<file path="config.mk">
export PLATFORM = sky130hd
export DESIGN_NAME = gp_timer_pwm
export DESIGN_NICKNAME = d
export VERILOG_FILES = /design/src/gp_timer_pkg.sv /design/src/gp_timer_pwm.sv
export SDC_FILE = /design/constraint.sdc
export NUM_CORES = 1
export LEC_CHECK = 0
export ABC_AREA = 1
export BUFFER_PORTS_ARGS = -buffer_cell sky130_fd_sc_hd__clkbuf_2
export CORE_MARGIN = 2
export CORE_UTILIZATION = 50
export CTS_CLUSTER_SIZE = 25
export DETAILED_ROUTE_END_ITERATION = 6
export PLACE_DENSITY = 0.68
export SKIP_CTS_REPAIR_TIMING = 1
export SLEW_MARGIN = 20
export SYNTH_ARGS = -nofsm -noshare
export SYNTH_HDL_FRONTEND = slang
export SYNTH_SLANG_ARGS = --single-unit
</file>
<file path="constraint.sdc">
create_clock -name core_clk_i -period 4.8 [get_ports core_clk_i]
set_input_delay 0.96 -clock core_clk_i [delete_from_list [all_inputs] [get_ports core_clk_i]]
set_output_delay 0.96 -clock core_clk_i [all_outputs]
set_load 0.1 [all_outputs]
</file>
<file path="src/gp_timer_pkg.sv">
package gp_timer_pkg;
  // register indices, byte address is four times the index
  localparam logic [5:0] CONTROL_IDX = 6'h00;
  localparam logic [5:0] MODE_IDX = 6'h02;
  localparam logic [5:0] FLAGS_IDX = 6'h04;
  localparam logic [5:0] IRQ_EN_IDX = 6'h06;
  localparam logic [5:0] COMPARE1_IDX = 6'h08;
  localparam logic [5:0] COMPARE3_IDX = 6'h0a;
  localparam logic [5:0] COMPARE4_IDX = 6'h0c;
  localparam logic [5:0] CAPTURE1_IDX = 6'h0e;
  localparam logic [5:0] CAPTURE2_IDX = 6'h10;
  localparam logic [5:0] PWM_COMPARE_IDX = 6'h12;
  localparam logic [5:0] TIMER_COUNT_IDX = 6'h14;
  localparam logic [5:0] PWM_MODULUS_IDX = 6'h16;
  localparam logic [5:0] PWM_COUNT_IDX = 6'h18;
  // control register field positions
  localparam int CTL_TSEL_LSB = 0;
  localparam int CTL_PSEL_LSB = 3;
  localparam int CTL_TIMER_RUN = 6;
  localparam int CTL_TIMER_DOZE = 7;
  localparam int CTL_PWM_RUN = 8;
  localparam int CTL_PWM_DOZE = 9;
  localparam int CTL_TIMER_DBG = 10;
  localparam int CTL_PWM_DBG = 11;
  localparam logic [15:0] CTL_MASK = 16'h0fff;
  // mode register field positions
  localparam int MODE_ACTION_LSB = 0;
  localparam int MODE_EDGE1_LSB = 6;
  localparam int MODE_EDGE2_LSB = 8;
  localparam int MODE_FORCE1 = 10;
  localparam int MODE_POLARITY = 13;
  localparam int MODE_CONNECT = 14;
  localparam logic [15:0] MODE_MASK = 16'h63c3;
  // flag and enable bit positions
  localparam int FLAG_COMPARE_LSB = 0;
  localparam int FLAG_CAPTURE_LSB = 3;
  localparam int FLAG_PWM_COMPARE = 5;
  localparam int FLAG_OVERFLOW = 6;
  localparam int FLAG_ROLLOVER = 7;
  // edge select and pin action encodings
  localparam logic [1:0] EDGE_OFF = 2'h0;
  localparam logic [1:0] EDGE_RISE = 2'h1;
  localparam logic [1:0] EDGE_FALL = 2'h2;
  localparam logic [1:0] EDGE_BOTH = 2'h3;
  localparam logic [1:0] ACT_NONE = 2'h0;
  localparam logic [1:0] ACT_TOGGLE = 2'h1;
  localparam logic [1:0] ACT_CLEAR = 2'h2;
  localparam logic [1:0] ACT_SET = 2'h3;
  localparam logic [7:0] DIV_ALL_ONES = 8'hff;
  localparam logic [15:0] COUNT_ALL_ONES = 16'hffff;
  localparam logic [15:0] REG_RESET = 16'h0000;
  // apb request and answer bundles
  typedef struct packed {
    logic sel;
    logic enable;
    logic write;
    logic [7:0] addr;
    logic [31:0] wdata;
  } apb_req_type;
  typedef struct packed {
    logic ready;
    logic slverr;
    logic [31:0] rdata;
  } apb_rsp_type;
  // whole block state
  typedef struct packed {
    logic [15:0] ctrl;
    logic [15:0] mode;
    logic [7:0] flags;
    logic [7:0] irq_en;
    logic [2:0][15:0] cmp;
    logic [1:0][15:0] cap;
    logic [15:0] pwm_cmp;
    logic [15:0] pwm_mod;
    logic [15:0] tcount;
    logic [15:0] pcount;
    logic [7:0] div;
    logic [2:0] tsel;
    logic [2:0] psel;
    logic [1:0] sync1;
    logic [1:0] sync2;
    logic [1:0] samp;
    logic [1:0] filt;
    logic prev_pwm_run;
    logic cmp_pin;
    logic pwm_active;
    logic pwm_pin;
    logic irq;
    apb_rsp_type rsp;
  } state_type;
endpackage : gp_timer_pkg

</file>
<file path="src/gp_timer_pwm.sv">
// Operation
// - shared 8-bit divider clocks both counters
// - new prescale applied at divider rollover
// - timer counts up while run, holds otherwise
// - timer freezes in stop, doze, debug
// - capture inputs: uart rxd and rts
// - capture edge rising, falling or both
// - edge latches count, sets flag, irq
// - inputs synchronised and filtered, short pulses dropped
// - capture latches hold, reads harmless
// - compare match sets flag and irq
// - channel one match drives pin action
// - force applies pin action, no flag
// - pwm run loads modulus, counts down
// - pwm counter freezes in stop, doze, debug
// - pwm compare sets flag, pin active
// - pwm zero sets flag, pin inactive, reload
// - duty zero at compare zero
// - pwm period two to 65536x256 cycles
// - timer count readable without disturbance
// - edge select encoding 00/01/10/11
// - pin action encoding 00/01/10/11
// - prescaler stops when both counters stopped
`timescale 1ns/100ps
module gp_timer_pwm (
  input wire logic core_clk_i,
  input wire logic rstn_i,
  input wire logic psel_i,
  input wire logic penable_i,
  input wire logic pwrite_i,
  input wire logic [7:0] paddr_i,
  input wire logic [31:0] pwdata_i,
  output logic pready_o,
  output logic pslverr_o,
  output logic [31:0] prdata_o,
  input wire logic stop_mode_i,
  input wire logic doze_mode_i,
  input wire logic debug_mode_i,
  input wire logic uart_rxd_i,
  input wire logic uart_rts_i,
  output logic compare_pin_o,
  output logic pwm_pin_o,
  output logic timer_irq_o
);
  import gp_timer_pkg::*;

  state_type state_reg; // all block state
  state_type state_next; // next value of all state
  gp_timer_pkg::apb_req_type req; // bundled bus request
  logic access; // bus access phase this cycle
  logic wr_en; // register write takes effect
  logic div_run; // shared prescaler running
  logic t_step; // timer counter advances
  logic p_step; // pwm counter advances
  logic pwm_load; // pwm counter reload on run
  logic force1; // channel one forced action
  logic [1:0] cap_evt; // capture events per channel
  logic [15:0] t_inc; // timer count plus one
  logic [7:0] clr; // flags cleared by write

  // low bits of the divider all ones gives the selected tick
  function automatic logic prescale_tick(input logic [7:0] div, input logic [2:0] sel);
    logic [7:0] lowmask;
    lowmask = DIV_ALL_ONES >> (3'h7 - sel);
    return ((div | ~lowmask) == DIV_ALL_ONES);
  endfunction : prescale_tick

  // pin level after a compare action
  function automatic logic pin_action(input logic [1:0] act, input logic cur);
    logic res;
    res = cur;
    case (act)
      ACT_TOGGLE: res = ~cur;
      ACT_CLEAR: res = 1'b0;
      ACT_SET: res = 1'b1;
      default: res = cur; // disconnected, pin holds
    endcase
    return res;
  endfunction : pin_action

  // edge qualifier from the selected mode
  function automatic logic edge_hit(input logic [1:0] sel, input logic old, input logic cur);
    logic res;
    res = 1'b0;
    case (sel)
      EDGE_RISE: res = ~old & cur;
      EDGE_FALL: res = old & ~cur;
      EDGE_BOTH: res = old ^ cur;
      default: res = 1'b0; // capture disabled
    endcase
    return res;
  endfunction : edge_hit

  // register index decode from the byte address
  function automatic logic hit(input logic [7:0] addr, input logic [5:0] idx);
    return (addr[7:2] == idx);
  endfunction : hit

  // bundle the bus inputs
  always_comb begin
    req.sel = psel_i;
    req.enable = penable_i;
    req.write = pwrite_i;
    req.addr = paddr_i;
    req.wdata = pwdata_i;
  end

  // next state of the whole block
  always_comb begin
    logic [15:0] wd;
    logic [7:0] set;
    logic t_frz;
    logic p_frz;
    logic mapped;
    logic [31:0] rd;
    wd = req.wdata[15:0];
    set = 8'h00;
    t_frz = 1'b0;
    p_frz = 1'b0;
    mapped = 1'b0;
    rd = 32'h0000_0000;
    state_next = state_reg;
    // bus answers one cycle after the access phase starts
    access = req.sel & req.enable & ~state_reg.rsp.ready;
    wr_en = access & req.write;
    // shared prescaler, stops only when both counters are off
    div_run = state_reg.ctrl[CTL_TIMER_RUN] | state_reg.ctrl[CTL_PWM_RUN];
    if (div_run) begin
      state_next.div = state_reg.div + 8'h01;
    end
    // select changes are only picked up at divider zero
    if (state_reg.div == 8'h00) begin
      state_next.tsel = state_reg.ctrl[CTL_TSEL_LSB +: 3];
      state_next.psel = state_reg.ctrl[CTL_PSEL_LSB +: 3];
    end
    // freeze conditions per counter
    t_frz = stop_mode_i | (doze_mode_i & state_reg.ctrl[CTL_TIMER_DOZE])
      | (debug_mode_i & state_reg.ctrl[CTL_TIMER_DBG]);
    p_frz = stop_mode_i | (doze_mode_i & state_reg.ctrl[CTL_PWM_DOZE])
      | (debug_mode_i & state_reg.ctrl[CTL_PWM_DBG]);
    t_step = div_run & prescale_tick(state_reg.div, state_reg.tsel)
      & state_reg.ctrl[CTL_TIMER_RUN] & ~t_frz;
    p_step = div_run & prescale_tick(state_reg.div, state_reg.psel)
      & state_reg.ctrl[CTL_PWM_RUN] & ~p_frz;
    // timer counter, wraps through zero
    t_inc = state_reg.tcount + 16'h0001;
    if (t_step) begin
      state_next.tcount = t_inc;
      if (state_reg.tcount == COUNT_ALL_ONES) begin
        set[FLAG_OVERFLOW] = 1'b1;
      end
      // compare channels checked on each new count
      for (int i = 0; i < 3; i++) begin
        if (t_inc == state_reg.cmp[i]) begin
          set[FLAG_COMPARE_LSB + i] = 1'b1;
        end
      end
    end
    // compare pin: match or force applies the same action
    force1 = wr_en & hit(req.addr, MODE_IDX) & wd[MODE_FORCE1];
    if ((t_step && t_inc == state_reg.cmp[0]) || force1) begin
      state_next.cmp_pin = pin_action(state_reg.mode[MODE_ACTION_LSB +: 2],
        state_reg.cmp_pin);
    end
    // capture inputs: two-stage synchroniser then stability filter
    state_next.sync1 = {uart_rts_i, uart_rxd_i};
    state_next.sync2 = state_reg.sync1;
    state_next.samp = state_reg.sync2;
    for (int i = 0; i < 2; i++) begin
      if (state_reg.sync2[i] == state_reg.samp[i]) begin
        state_next.filt[i] = state_reg.sync2[i];
      end
    end
    cap_evt[0] = state_reg.ctrl[CTL_TIMER_RUN] & edge_hit(
      state_reg.mode[MODE_EDGE1_LSB +: 2], state_reg.filt[0], state_next.filt[0]);
    cap_evt[1] = state_reg.ctrl[CTL_TIMER_RUN] & edge_hit(
      state_reg.mode[MODE_EDGE2_LSB +: 2], state_reg.filt[1], state_next.filt[1]);
    for (int i = 0; i < 2; i++) begin
      if (cap_evt[i]) begin
        state_next.cap[i] = state_reg.tcount;
        set[FLAG_CAPTURE_LSB + i] = 1'b1;
      end
    end
    // pwm down counter
    state_next.prev_pwm_run = state_reg.ctrl[CTL_PWM_RUN];
    pwm_load = state_reg.ctrl[CTL_PWM_RUN] & ~state_reg.prev_pwm_run;
    if (pwm_load) begin
      state_next.pcount = state_reg.pwm_mod;
    end else if (p_step) begin
      if (state_reg.pcount == state_reg.pwm_cmp) begin
        set[FLAG_PWM_COMPARE] = 1'b1;
        state_next.pwm_active = 1'b1;
      end
      if (state_reg.pcount == 16'h0000) begin
        // zero wins over a compare at zero, giving zero duty
        set[FLAG_ROLLOVER] = 1'b1;
        state_next.pwm_active = 1'b0;
        state_next.pcount = state_reg.pwm_mod;
      end else begin
        state_next.pcount = state_reg.pcount - 16'h0001;
      end
    end
    // pwm pin level with polarity and connection
    state_next.pwm_pin = state_reg.mode[MODE_CONNECT]
      & (state_next.pwm_active ^ state_reg.mode[MODE_POLARITY]);
    // register writes
    clr = 8'h00;
    if (wr_en) begin
      if (hit(req.addr, CONTROL_IDX)) begin
        state_next.ctrl = wd & CTL_MASK;
      end
      if (hit(req.addr, MODE_IDX)) begin
        state_next.mode = wd & MODE_MASK; // force bits never stored
      end
      if (hit(req.addr, FLAGS_IDX)) begin
        clr = wd[7:0];
      end
      if (hit(req.addr, IRQ_EN_IDX)) begin
        state_next.irq_en = wd[7:0];
      end
      if (hit(req.addr, COMPARE1_IDX)) begin
        state_next.cmp[0] = wd;
      end
      if (hit(req.addr, COMPARE3_IDX)) begin
        state_next.cmp[1] = wd;
      end
      if (hit(req.addr, COMPARE4_IDX)) begin
        state_next.cmp[2] = wd;
      end
      if (hit(req.addr, PWM_COMPARE_IDX)) begin
        state_next.pwm_cmp = wd;
      end
      if (hit(req.addr, PWM_MODULUS_IDX)) begin
        state_next.pwm_mod = wd;
      end
    end
    // flags: hardware set wins over the software clear
    state_next.flags = (state_reg.flags & ~clr) | set;
    state_next.irq = |(state_next.flags & state_next.irq_en);
    // read mux, reading changes nothing
    case (req.addr[7:2])
      CONTROL_IDX: rd[15:0] = state_reg.ctrl;
      MODE_IDX: rd[15:0] = state_reg.mode;
      FLAGS_IDX: rd[7:0] = state_reg.flags;
      IRQ_EN_IDX: rd[7:0] = state_reg.irq_en;
      COMPARE1_IDX: rd[15:0] = state_reg.cmp[0];
      COMPARE3_IDX: rd[15:0] = state_reg.cmp[1];
      COMPARE4_IDX: rd[15:0] = state_reg.cmp[2];
      CAPTURE1_IDX: rd[15:0] = state_reg.cap[0];
      CAPTURE2_IDX: rd[15:0] = state_reg.cap[1];
      PWM_COMPARE_IDX: rd[15:0] = state_reg.pwm_cmp;
      TIMER_COUNT_IDX: rd[15:0] = state_reg.tcount;
      PWM_MODULUS_IDX: rd[15:0] = state_reg.pwm_mod;
      PWM_COUNT_IDX: rd[15:0] = state_reg.pcount;
      default: rd = 32'h0000_0000; // unmapped
    endcase
    case (req.addr[7:2])
      CONTROL_IDX, MODE_IDX, FLAGS_IDX, IRQ_EN_IDX, COMPARE1_IDX, COMPARE3_IDX,
      COMPARE4_IDX, CAPTURE1_IDX, CAPTURE2_IDX, PWM_COMPARE_IDX, TIMER_COUNT_IDX,
      PWM_MODULUS_IDX, PWM_COUNT_IDX: mapped = 1'b1;
      default: mapped = 1'b0;
    endcase
    // answer registered, one wait state
    state_next.rsp.ready = access;
    state_next.rsp.slverr = access & ~mapped;
    state_next.rsp.rdata = (access && !req.write) ? rd : 32'h0000_0000;
  end

  // state register with synchronous reset
  always_ff @(posedge core_clk_i) begin
    if (!rstn_i) begin
      state_reg <= '0;
    end else begin
      state_reg <= state_next;
    end
  end

  // outputs straight from flip-flops
  assign pready_o = state_reg.rsp.ready;
  assign pslverr_o = state_reg.rsp.slverr;
  assign prdata_o = state_reg.rsp.rdata;
  assign compare_pin_o = state_reg.cmp_pin;
  assign pwm_pin_o = state_reg.pwm_pin;
  assign timer_irq_o = state_reg.irq;
endmodule : gp_timer_pwm

</file>
# Yosys cells after proc, flatten, opt, wreduce, memory -nomap -nowiden
# Memories as Yosys holds them, arrays and structs flattened.
# Index checks and enable logic that the tools add are counted.
dict set report op_classes {
  shifts 2
  bitwise 50
  eq_ne 30
  mux 36
  reduce_logical 19
  n_addsub 5
}
# cell n
set ops {}
lappend ops {{8-bit one-hot mux with 13 select lines} 1}
lappend ops {{16-bit two-way mux} 6}
lappend ops {{8-bit one-hot mux with 11 select lines} 1}
lappend ops {{16-bit == test} 4}
lappend ops {{56-bit two-way mux} 1}
lappend ops {{6-bit by 5-bit == test with 1-bit output (second input constant)} 5}
lappend ops {{1-bit AND} 24}
lappend ops {{6-bit by 4-bit == test with 1-bit output (second input constant)} 4}
lappend ops {{8-bit two-way mux} 3}
lappend ops {{8-bit inverter} 3}
lappend ops {{8-bit bitwise OR} 3}
lappend ops {{1-bit two-way mux} 20}
lappend ops {{2-bit AND reduction} 9}
lappend ops {{16-bit by 1-bit adder with 16-bit output (second input constant)} 1}
lappend ops {{8-bit AND} 2}
lappend ops {{16-bit == test (second input constant)} 1}
lappend ops {{8-bit == test (second input constant)} 2}
lappend ops {{16-bit logical NOT} 1}
lappend ops {{8-bit by 3-bit right shift with 8-bit output (first input constant)} 2}
lappend ops {{16-bit by 1-bit subtractor with 16-bit output (second input constant)} 1}
lappend ops {{2-bit == test (second input constant)} 6}
lappend ops {{6-bit by 3-bit == test with 1-bit output (second input constant)} 2}
lappend ops {{1-bit inverter} 10}
lappend ops {{1-bit one-hot mux with 3 select lines} 3}
lappend ops {{16 further kinds} 27}
dict set report totals {
  out_inout_bits 37
  memories 1
  register_bits 241
  rom_bits 32
}
# name words width rd rd_ports_with_merged_regs write_ports line
set mem_list {}
lappend mem_list {{(no name shown)} 32 1 1 0 0 gp_timer_pwm.sv:257} ;# case (req.addr[7:2])

# Depth between registers and ports, before layout
# Gate-level depths: netlist (run 1).
dict set report logic_depth {
  ltp_word 13
  mapped_depth 18
}

# Worst setup path after synthesis (run 1)
# No wires, ideal clock.
dict set report synth_path {
  path_type {input-to-reg}
  startpoint {input port paddr_i[4]}
  endpoint {register state_reg (netlist bit timer_irq_o)}
  required_time_ns 4.672
  cell_stages 14
  t_arrival_ns 2.266
  n_path_buf 1
  path_slack_ns 2.406
  path_cell_list {inv_1 -> nor2_2 -> inv_1 -> nor2_4 -> nand2_1 -> buf_2 -> o21ai_0 -> inv_1 -> nand2_1 -> nand3_1 -> nor2_1 -> nand2_1 -> nor2_1 -> nor2_1}
}
dict set report synth_via {
  elab_chain_len 8
  elab_cells_between_ends 11
  cone_classes {eq/ne (2); mux (4); bitwise (4); reduce/logical (1)}
}
# element line
set synth_rtl {}
lappend synth_rtl {{start, declared} gp_timer_pwm.sv:31} ;# input wire logic [7:0] paddr_i,
lappend synth_rtl {{6-bit by 3-bit == test with 1-bit output} gp_timer_pwm.sv:96} ;# return (addr[7:2] == idx);
lappend synth_rtl {{8-bit two-way mux} gp_timer_pwm.sv:215} ;# if (hit(req.addr, FLAGS_IDX)) begin
lappend synth_rtl {{8-bit two-way mux} gp_timer_pwm.sv:208} ;# if (wr_en) begin
lappend synth_rtl {{8-bit inverter} gp_timer_pwm.sv:238} ;# state_next.flags = (state_reg.flags & ~clr) | set;
lappend synth_rtl {{8-bit AND} gp_timer_pwm.sv:238}
lappend synth_rtl {{8-bit bitwise OR} gp_timer_pwm.sv:238}
lappend synth_rtl {{8-bit AND (*)} gp_timer_pwm.sv:239} ;# state_next.irq = |(state_next.flags & state_next.irq_en);
lappend synth_rtl {{8-bit OR reduction (*)} gp_timer_pwm.sv:239}
lappend synth_rtl {{end signal, assigned} gp_timer_pwm.sv:274} ;# state_reg <= state_next;
lappend synth_rtl {{end, declared} gp_timer_pwm.sv:47} ;# state_type state_reg;
# Mark *: on every way between the ends. The rest lies on a longest branch, timed or not.
# A chain may end at the register's enable or synchronous reset.

# Worst setup path after layout (run 1)
dict set report layout_path {
  startpoint {input port paddr_i[5]}
  endpoint {register state_reg (netlist bit compare_pin_o)}
}
dict set report layout_via {
  elab_chain_len 5
}
# element line
set layout_rtl {}
lappend layout_rtl {{6-bit by 2-bit == test with 1-bit output} gp_timer_pwm.sv:96}
lappend layout_rtl {{1-bit AND (2 in series)} gp_timer_pwm.sv:160} ;# force1 = wr_en & hit(req.addr, MODE_IDX) & wd[MODE_FORCE1];
lappend layout_rtl {{1-bit logical OR} gp_timer_pwm.sv:161} ;# if ((t_step && t_inc == state_reg.cmp[0]) || force1) begin
lappend layout_rtl {{2-bit AND reduction (no line)} --}
# No other way between the ends.

==> Implementation_results.wiki, run 1 <==
{| class="wikitable"
! Metric !! Value
|-
| Clock tree from TritonCTS || done
|-
| Crit share post-route || between 60% and 70%
|-
| Highest Clock Rate || 319 MHz
|-
| Post-detailed-placement half-perimeter wirelength || ~28000 um
|-
| Worst hold margin || around 0.41 ns
|-
| I/O pins || 87
|-
| Number of DRC markers in iteration 0 || ~1100
|-
| Overall global routing resource usage || a little under a third
|-
| Clock-pin transition on the worst setup and hold timing paths || roughly 0.060 ns
|-
| Initial cell density of the core || between 50% and 60%
|-
| Beginning of the worst hold path || state_next[43]
|-
| Drt wl/cell || 19.1 um
|-
| Final number of hold-violating endpoints || 0
|-
| Critical path data arrival time || 3.54 ns
|-
| Element type at the critical path end || flip-flop
|-
| Gate count of the mapped netlist || roughly 1700
|-
| Die outline width || around 160 um
|-
| Pin slew with the least headroom to its limit || 1.03 ns
|-
| Largest voltage drop on the vdd net || approximately 0.00024 V
|-
| Ant diodes || 0
|-
| Number of slew-limit violations in the final report || 0
|-
| Worst min-delay path category || reg2reg
|-
| Die ar. || 24200 um2
|-
| Nature of the critical path startpoint || input port
|-
| Mapped cell area || 11500 um2
|-
| Top post-synthesis cells by area || sky130_fd_sc_hd__dfxtp_1 (39%), sky130_fd_sc_hd__nand2_1 (9.5%), sky130_fd_sc_hd__o21ai_0 (9.1%), sky130_fd_sc_hd__a21oi_1 (8.3%), sky130_fd_sc_hd__inv_1 (6.7%)
|-
| Asr flop ratio synth || 0%
|-
| Number of fill cells in the layout || 2208
|-
| Remaining global-route overflow || 0
|-
| Number of maximum-capacitance violations || 0
|-
| Maximum fanout along the worst path || 11
|-
| Vias in the first global route || between 10000 and 15000
|-
| First-pass DRT Iterations || 6
|-
| Yosys warns || 0
|-
| Number of enable flip-flop cells after synthesis || 0
|-
| # setup viols final || 0
|-
| Reg2reg path depth || 17
|-
| P&R area growth vs syn || 9.68%
|-
| Clock Latency Late Sink || around 0.52 ns
|-
| Hold endpoint || state_next[41]
|-
| R2R Path End || timer_irq_o
|-
| DRC viols || 0
|-
| Total core area || ~23000 um2
|-
| Wire length reported by the detailed router || 37900 um
|-
| Final design instance area without fill || 12600 um2
|-
| Period minus WS final || roughly 3.1 ns
|-
| Final ANT Viol Nets || 0
|-
| Required time at the endpoint of the critical path || 5.21 ns
|-
| Number of sinks handled by clock tree synthesis || between 200 and 250
|-
| Routability congestion estimate from global placement || roughly 0.99
|-
| Number of flip-flops in the largest register || ~200
|-
| Setup Total Neg Slack || 0 ns
|-
| Placement-stage cell area || 11800 um2
|-
| Commonest non-fill, non-tap cells in the layout || sky130_fd_sc_hd__nand2_1 (290), sky130_fd_sc_hd__dfxtp_1 (225), sky130_fd_sc_hd__o21ai_0 (210), sky130_fd_sc_hd__inv_1 (204), sky130_fd_sc_hd__a21oi_1 (190)
|-
| Worst Hold Depth || 2
|-
| Static leakage || around 5.4 nW
|-
| # port buffers || 52
|-
| Num rows || 55
|-
| RSZ-0062 raised after global routing || false
|-
| Total via count in the routed design || 11300
|-
| Antenna violations before repair || 0
|-
| Crit path kind || in2reg
|-
| Crit path largest cell delay || 0.73 ns
|-
| Top FF cell, synth || sky130_fd_sc_hd__dfxtp_1
|-
| Average footprint of a synthesized cell || about 6.9 um2
|-
| Clock buffer count from CTS || 25
|-
| Max Root-Sink Buffers || 3
|-
| Post-synthesis sequential area ratio || between 30% and 40%
|-
| Crit-path most repeated cell || sky130_fd_sc_hd__nor2_1
|-
| Chain of cells forming the critical path || clkbuf_2, nor2_1, inv_1, nor2_1, inv_1, nor2_1, nand2_1, nand2_1, nand2_1, a21oi_1, nor2_1
|-
| Count of unique library cells instantiated by Yosys || 47
|-
| Crit Reg-Reg Startpoint || state_reg[77]
|-
| Tightest slew margin relative to the limit || a little under a third
|-
| Final std cells w/o fill || just under 2000
|-
| Die Y || ~160 um
|-
| CTS Root Buffer Type || sky130_fd_sc_hd__clkbuf_16
|-
| Worst-case clock skew || ~0.012 ns
|-
| Global-route wire length before repair || between 50000 and 60000 um
|-
| Run status || finished, final reports clean
|-
| CP max-delay cell || sky130_fd_sc_hd__nor2_1
|-
| Number of synthesized register bits || between 200 and 250
|-
| Yosys top cell area share || between 30% and 40%
|-
| Per-cell via count in the routed design || around 5.7
|-
| Pin count of the biggest net entering global routing || between 100 and 150
|-
| Most area-hungry cell type in the Yosys netlist || sky130_fd_sc_hd__dfxtp_1
|-
| Most common library cell in the layout ignoring fill and taps || sky130_fd_sc_hd__nand2_1
|-
| H-tree levels || 1
|-
| FF-to-FF setup slack || between 2 and 2.5 ns
|-
| Fraction of final layout cells with drive strength greater than 1 || between 8 and 9%
|-
| Power per unit of standard cell area || ~320 nW/um2
|-
| Number of cells in the design after placement || a little under 2000
|-
| Nets || roughly 1700
|}
per-stage QoR:
stage	util [%]	total power, mW	setup slack [ns]
final	55.7	4.03	1.67
after global routing	55.7	4.14	1.47
after CTS	55.7	4.05	1.79
after detailed placement	52.0	2.10	1.23
after global placement	52.0	2.10	1.32
after floorplan	-	2.05	2.41
cell usage after synthesis (3+ instances only):
cell	count
sky130_fd_sc_hd__o211ai_1	3
sky130_fd_sc_hd__nor3_1	13
sky130_fd_sc_hd__o22ai_1	29
sky130_fd_sc_hd__dfxtp_1	225
sky130_fd_sc_hd__a41oi_1	3
sky130_fd_sc_hd__nand2_1	290
sky130_fd_sc_hd__buf_1	3
sky130_fd_sc_hd__buf_4	34
sky130_fd_sc_hd__xnor2_1	11
sky130_fd_sc_hd__nand3b_1	9
sky130_fd_sc_hd__a221oi_1	21
sky130_fd_sc_hd__nor2_1	155
sky130_fd_sc_hd__a21o_1	3
sky130_fd_sc_hd__nor2_4	3
sky130_fd_sc_hd__o2111ai_1	4
sky130_fd_sc_hd__nand3_1	91
sky130_fd_sc_hd__nor4_1	8
sky130_fd_sc_hd__nand4_1	25
sky130_fd_sc_hd__a21oi_1	190
sky130_fd_sc_hd__clkbuf_1	58
sky130_fd_sc_hd__buf_2	5
sky130_fd_sc_hd__o21ai_0	210
sky130_fd_sc_hd__a31oi_1	9
sky130_fd_sc_hd__ha_1	9
sky130_fd_sc_hd__inv_1	204
sky130_fd_sc_hd__xor2_1	18
sky130_fd_sc_hd__nor2_2	5
sky130_fd_sc_hd__nand2_2	13
sky130_fd_sc_hd__a211oi_1	5
critical path, delay by kind of cell:
family	cells	cell delay (ns)
and+or+nand+nor	7	1.96
buffers and inverters	3	0.49
AOI/OAI and AO/OA	1	0.12
area by class of cell:
| cell class | count | area [um2] | area share, % |
|---|---|---|---|
| multi-input combinational | 1159 | 5750 | 45.6 |
| sequential | 225 | 4500 | 35.7 |
| inverter | 208 | 781 | 6.19 |
| clock buffer | 33 | 706 | 5.59 |
| timing repair buffer | 68 | 383 | 3.04 |
| tap | 285 | 357 | 2.83 |
| clock inverter | 10 | 130 | 1.03 |
routing by layer:
layer | global-route usage [%] | share of wire (%) | vias to the layer above
met2 | 49.1 | 44 | 518
li1 | - | - | 5577
met4 | 11.2 | 3.7 | 0
met3 | 4.31 | 8.3 | 81
met1 | 43.8 | 44 | 5171
met5 | 0 | 0 | -
cell families after synthesis:
| kind of cell | share of synthesized area, % |
|---|---|
| compound gates | 23.1 |
| xor+xnor | 2.21 |
| fa+ha+maj | 0.979 |
| buf+inv | 11.3 |
| flops | 39.2 |
| mux | 0.0870 |
| other cells | 0.0326 |
| simple gates | 23.1 |
how the worst max path moves through the flow:
stage / startpoint / end / depth (start not counted)
final: paddr_i[5] / compare_pin_o / 11
after global routing: paddr_i[5] / state_reg[118] / 7
after CTS: paddr_i[5] / compare_pin_o / 11
after detailed placement: paddr_i[5] / compare_pin_o / 11
after global placement: paddr_i[5] / compare_pin_o / 11
after floorplan: paddr_i[4] / timer_irq_o / 14
power by group:
part	leakage (nW)	switching [mW]	internal [mW]
Clock	0.410	0.781	1.19
Sequential	1.81	0.00375	1.87
Combinational	3.17	0.155	0.0298
Power figures use the tool's default switching activity.
==> run 2: changes to the inputs <==
--- a/config.mk
+++ b/config.mk
@@ -5,13 +5,13 @@
 export SDC_FILE = /design/constraint.sdc
 export NUM_CORES = 1
 export LEC_CHECK = 0
-export ABC_AREA = 1
+export ABC_AREA = 0
 export BUFFER_PORTS_ARGS = -buffer_cell sky130_fd_sc_hd__clkbuf_2
 export CORE_MARGIN = 2
 export CORE_UTILIZATION = 50
 export CTS_CLUSTER_SIZE = 25
 export DETAILED_ROUTE_END_ITERATION = 6
-export PLACE_DENSITY = 0.68
+export PLACE_DENSITY = 0.71
 export SKIP_CTS_REPAIR_TIMING = 1
 export SLEW_MARGIN = 20
 export SYNTH_ARGS = -nofsm -noshare
==> constraint.sdc (replaced) <==
create_clock -name core_clk_i -period 2.7 [get_ports core_clk_i]
set_input_delay 0.54 -clock core_clk_i [delete_from_list [all_inputs] [get_ports core_clk_i]]
set_output_delay 0.54 -clock core_clk_i [all_outputs]
set_load 0.1 [all_outputs]
==> run 2 against run 1 <==
- setup slack got worse by 1.6 ns
- the flow now finishes with violations (DRC)
- largest power group is now sequential cells
- via count fell by 2.0%
- synthesized area rose by 1.1%
- critical path depth fell by 1
- cell area rose by 6.4%
- combinational power rose by 89%
- register-to-register slack got worse by 2.0 ns
==> Implementation_results.wiki, run 2 <==
{| class="wikitable"
! Metric !! Value
|-
| Tightest slew margin relative to the limit || 41.7%
|-
| Gate count of the mapped netlist || 1422
|-
| Total via count in the routed design || 11100
|-
| Asr flop ratio synth || 0%
|-
| Number of synthesized register bits || about 230
|-
| Number of DRC markers in iteration 0 || roughly 1500
|-
| Average footprint of a synthesized cell || ~8.2 um2
|-
| Fraction of final layout cells with drive strength greater than 1 || 16.6%
|-
| Clock Latency Late Sink || ~0.54 ns
|-
| Post-synthesis sequential area ratio || 38.8%
|-
| Clock-pin transition on the worst setup and hold timing paths || roughly 0.060 ns
|-
| Top post-synthesis cells by area || sky130_fd_sc_hd__dfxtp_1 (39%), sky130_fd_sc_hd__nand2_1 (8.6%), sky130_fd_sc_hd__a21oi_1 (5.8%), sky130_fd_sc_hd__mux2i_1 (4.4%), sky130_fd_sc_hd__xor2_1 (4.1%)
|-
| Number of maximum-capacitance violations || 0
|-
| Drt wl/cell || between 20 and 25 um
|-
| Commonest non-fill, non-tap cells in the layout || sky130_fd_sc_hd__nand2_1 (267), sky130_fd_sc_hd__dfxtp_1 (223), sky130_fd_sc_hd__a21oi_1 (135), sky130_fd_sc_hd__nor2_1 (116), sky130_fd_sc_hd__buf_4 (97)
|-
| Adder-Cell Fraction of Synth Area || approximately 1.1%
|-
| Critical path data arrival time || 3.09 ns
|-
| Count of unique library cells instantiated by Yosys || 84
|-
| Internal Dissipation || about 5.3 mW
|-
| Crit path largest cell delay || 0.39 ns
|-
| Static leakage || slightly below 5 nW
|-
| Yosys top cell area share || slightly below 40%
|-
| Ant diodes || 0
|-
| Post-synthesis compound-gate area fraction || 18.9%
|-
| Switching power || between 1.5 and 2 mW
|-
| Period minus WS final || 2.63 ns
|-
| Number of flip-flops in the largest register || 199
|-
| DRC viols || 7
|-
| CP max-delay cell || sky130_fd_sc_hd__a2111oi_2
|-
| Wire length reported by the detailed router || between 30000 and 40000 um
|-
| Initial cell density of the core || between 50 and 60%
|-
| Comb pwr share || approximately 5%
|-
| Top FF cell, synth || sky130_fd_sc_hd__dfxtp_1
|-
| Crit share post-route || a little under 100%
|-
| Routability congestion estimate from global placement || slightly below 1
|-
| Nets || 1546
|-
| Per-cell via count in the routed design || just over 6
|-
| Number of slew-limit violations in the final report || 0
|-
| Crit-path most repeated cell || sky130_fd_sc_hd__nand4_1
|-
| Most numerous cell in the Yosys netlist || sky130_fd_sc_hd__nand2_1
|-
| Element type at the critical path end || flip-flop
|-
| Yosys warns || 0
|-
| Num rows || 55
|-
| Worst-case clock skew || 0.0169 ns
|-
| Number of enable flip-flop cells after synthesis || 0
|-
| Crit path kind || reg2reg
|-
| Nature of the critical path startpoint || flip-flop
|-
| Dominant combinational cell family by area after synthesis || simple AND/OR/NAND/NOR gates
|-
| Die ar. || around 24000 um2
|-
| Run status || finished with violations
|-
| Worst min-delay path category || in2reg
|-
| XOR/XNOR Fraction of Synth Area || around 7.6%
|-
| Share of the core filled with cells in the final layout || approximately three fifths
|-
| Buffers & Inverters on Critical Path || 1
|-
| Most area-hungry cell type in the Yosys netlist || sky130_fd_sc_hd__dfxtp_1
|-
| # setup viols final || 0
|-
| Total core area || around 23000 um2
|-
| Fraction of power consumed by the clock network || 47.4%
|-
| Sw Share || between 20% and 30%
|-
| Most common library cell in the layout ignoring fill and taps || sky130_fd_sc_hd__nand2_1
|-
| Setup Total Neg Slack || 0 ns
|-
| Gate family responsible for the most delay along the worst path || simple AND/OR/NAND/NOR gates
|-
| Largest voltage drop on the vdd net || a little under 0.0005 V
|-
| Violations in the final reports || DRC
|-
| P&R area growth vs syn || 15.4%
|-
| Part of the power in registers || roughly 48%
|-
| Number of sinks handled by clock tree synthesis || between 200 and 250
|-
| First-pass DRT Iterations || 7
|-
| Die Y || roughly 160 um
|-
| H-tree levels || 1
|-
| Global-route wire length before repair || about 59000 um
|-
| Commonest cells in the netlist || sky130_fd_sc_hd__nand2_1 (267), sky130_fd_sc_hd__dfxtp_1 (225), sky130_fd_sc_hd__a21oi_1 (135)
|-
| Clock tree from TritonCTS || done
|-
| I/O pins || slightly below 90
|-
| Clock buffer count from CTS || 25
|-
| Maximum fanout along the worst path || 6
|-
| Power per unit of standard cell area || between 500 and 600 nW/um2
|-
| Antenna violations before repair || 0
|-
| Chain of cells forming the critical path || ha_1, nand3_4, buf_6, o22ai_1, a2111oi_2, nand4_1, or3_1, nor4_2, nand4_1, o221ai_2
|-
| Overall global routing resource usage || 31.0%
|-
| Mux share of post-synthesis cell area || roughly 4.7%
|-
| Final ANT Viol Nets || 0
|-
| Remaining global-route overflow || 0
|-
| Pin count of the biggest net entering global routing || a little under 200
|-
| Highest Clock Rate || approximately 380 MHz
|-
| Mapped cell area || 11600 um2
|-
| Max Root-Sink Buffers || 3
|-
| # port buffers || between 50 and 60
|-
| Pin slew with the least headroom to its limit || 0.874 ns
|-
| Die outline width || 156 um
|-
| Vias in the first global route || ~10000
|-
| Required time at the endpoint of the critical path || around 3.2 ns
|-
| Final number of hold-violating endpoints || 0
|-
| CTS Root Buffer Type || sky130_fd_sc_hd__clkbuf_16
|-
| Post-detailed-placement half-perimeter wirelength || 27500 um
|-
| Share of synthesized cell area in and, or, nand and nor gates || between 20% and 30%
|}
[run 2: changes by cell type after synthesis, sizes merged, moves of 17 or more]
cell	delta
o22ai	-26
nor3	+20
inv	-178
nand3	-62
mux2i	+51
nor2	-45
a22o	+25
a22oi	+22
a21oi	-55
xnor2	+30
o21ai	-178
clkbuf	+17
nand2	-36
xor2	+37
[run 2: kinds of logic after synthesis]
kind of cell	Yosys count
simple gates	543
other cells	1
fa+ha+maj	11
xor+xnor	97
flops	225
compound gates	331
buf+inv	161
mux	53
[run 2: layout make-up]
type                            count  area, um2
Multi-Input combinational cell   1051       6530
Fill cell                        2033       9290
Clock buffer                       34        709
Timing Repair Buffer              156       1110
Tap cell                          285        357
Inverter                           28        110
Clock inverter                     11       88.8
Sequential cell                   225       4510
[run 2: worst paths after layout]
check	from	endpoint	slack [ns]	depth (start not counted)
setup reg to reg	state_reg[77]	timer_irq_o	0.07	10
hold / removal	uart_rts_i	state_next[44]	0.22	2
setup / recovery	state_reg[77]	timer_irq_o	0.07	10
hold reg to reg	state_next[44]	state_next[42]	0.44	1
[run 2: metrics by stage]
step                setup slack [ns]  area (um2)  hold WS, ns  power, mW  instances
floorplan                      0.163       11700        0.412       3.66       1437
global placement              -0.242       12500        0.424       3.75       1740
detailed placement            -0.253       12500        0.428       3.75       1740
CTS                          -0.0409       13300        0.215       7.03       1785
global route                 -0.0251       13400        0.222       7.18       1790
finish                        0.0698       13400        0.217       7.01       1790
[run 2: per-layer routing]
layer / up-vias / GRT usage (%) / wire length, um
li1: 5077 / - / -
met1: 5219 / 41.3 / 15500
met2: 700 / 47.7 / 16800
met3: 120 / 7.95 / 4590
met4: 0 / 13.3 / 1680
met5: - / 0 / 0
[run 2: power groups by stage]
stage | Combinational, mW | Sequential (mW) | Clock [mW]
after floorplan | 0.223 | 3.43 | 0
after global placement | 0.340 | 3.41 | 0
after detailed placement | 0.340 | 3.41 | 0
after CTS | 0.341 | 3.34 | 3.35
after global routing | 0.363 | 3.34 | 3.48
final | 0.350 | 3.34 | 3.32
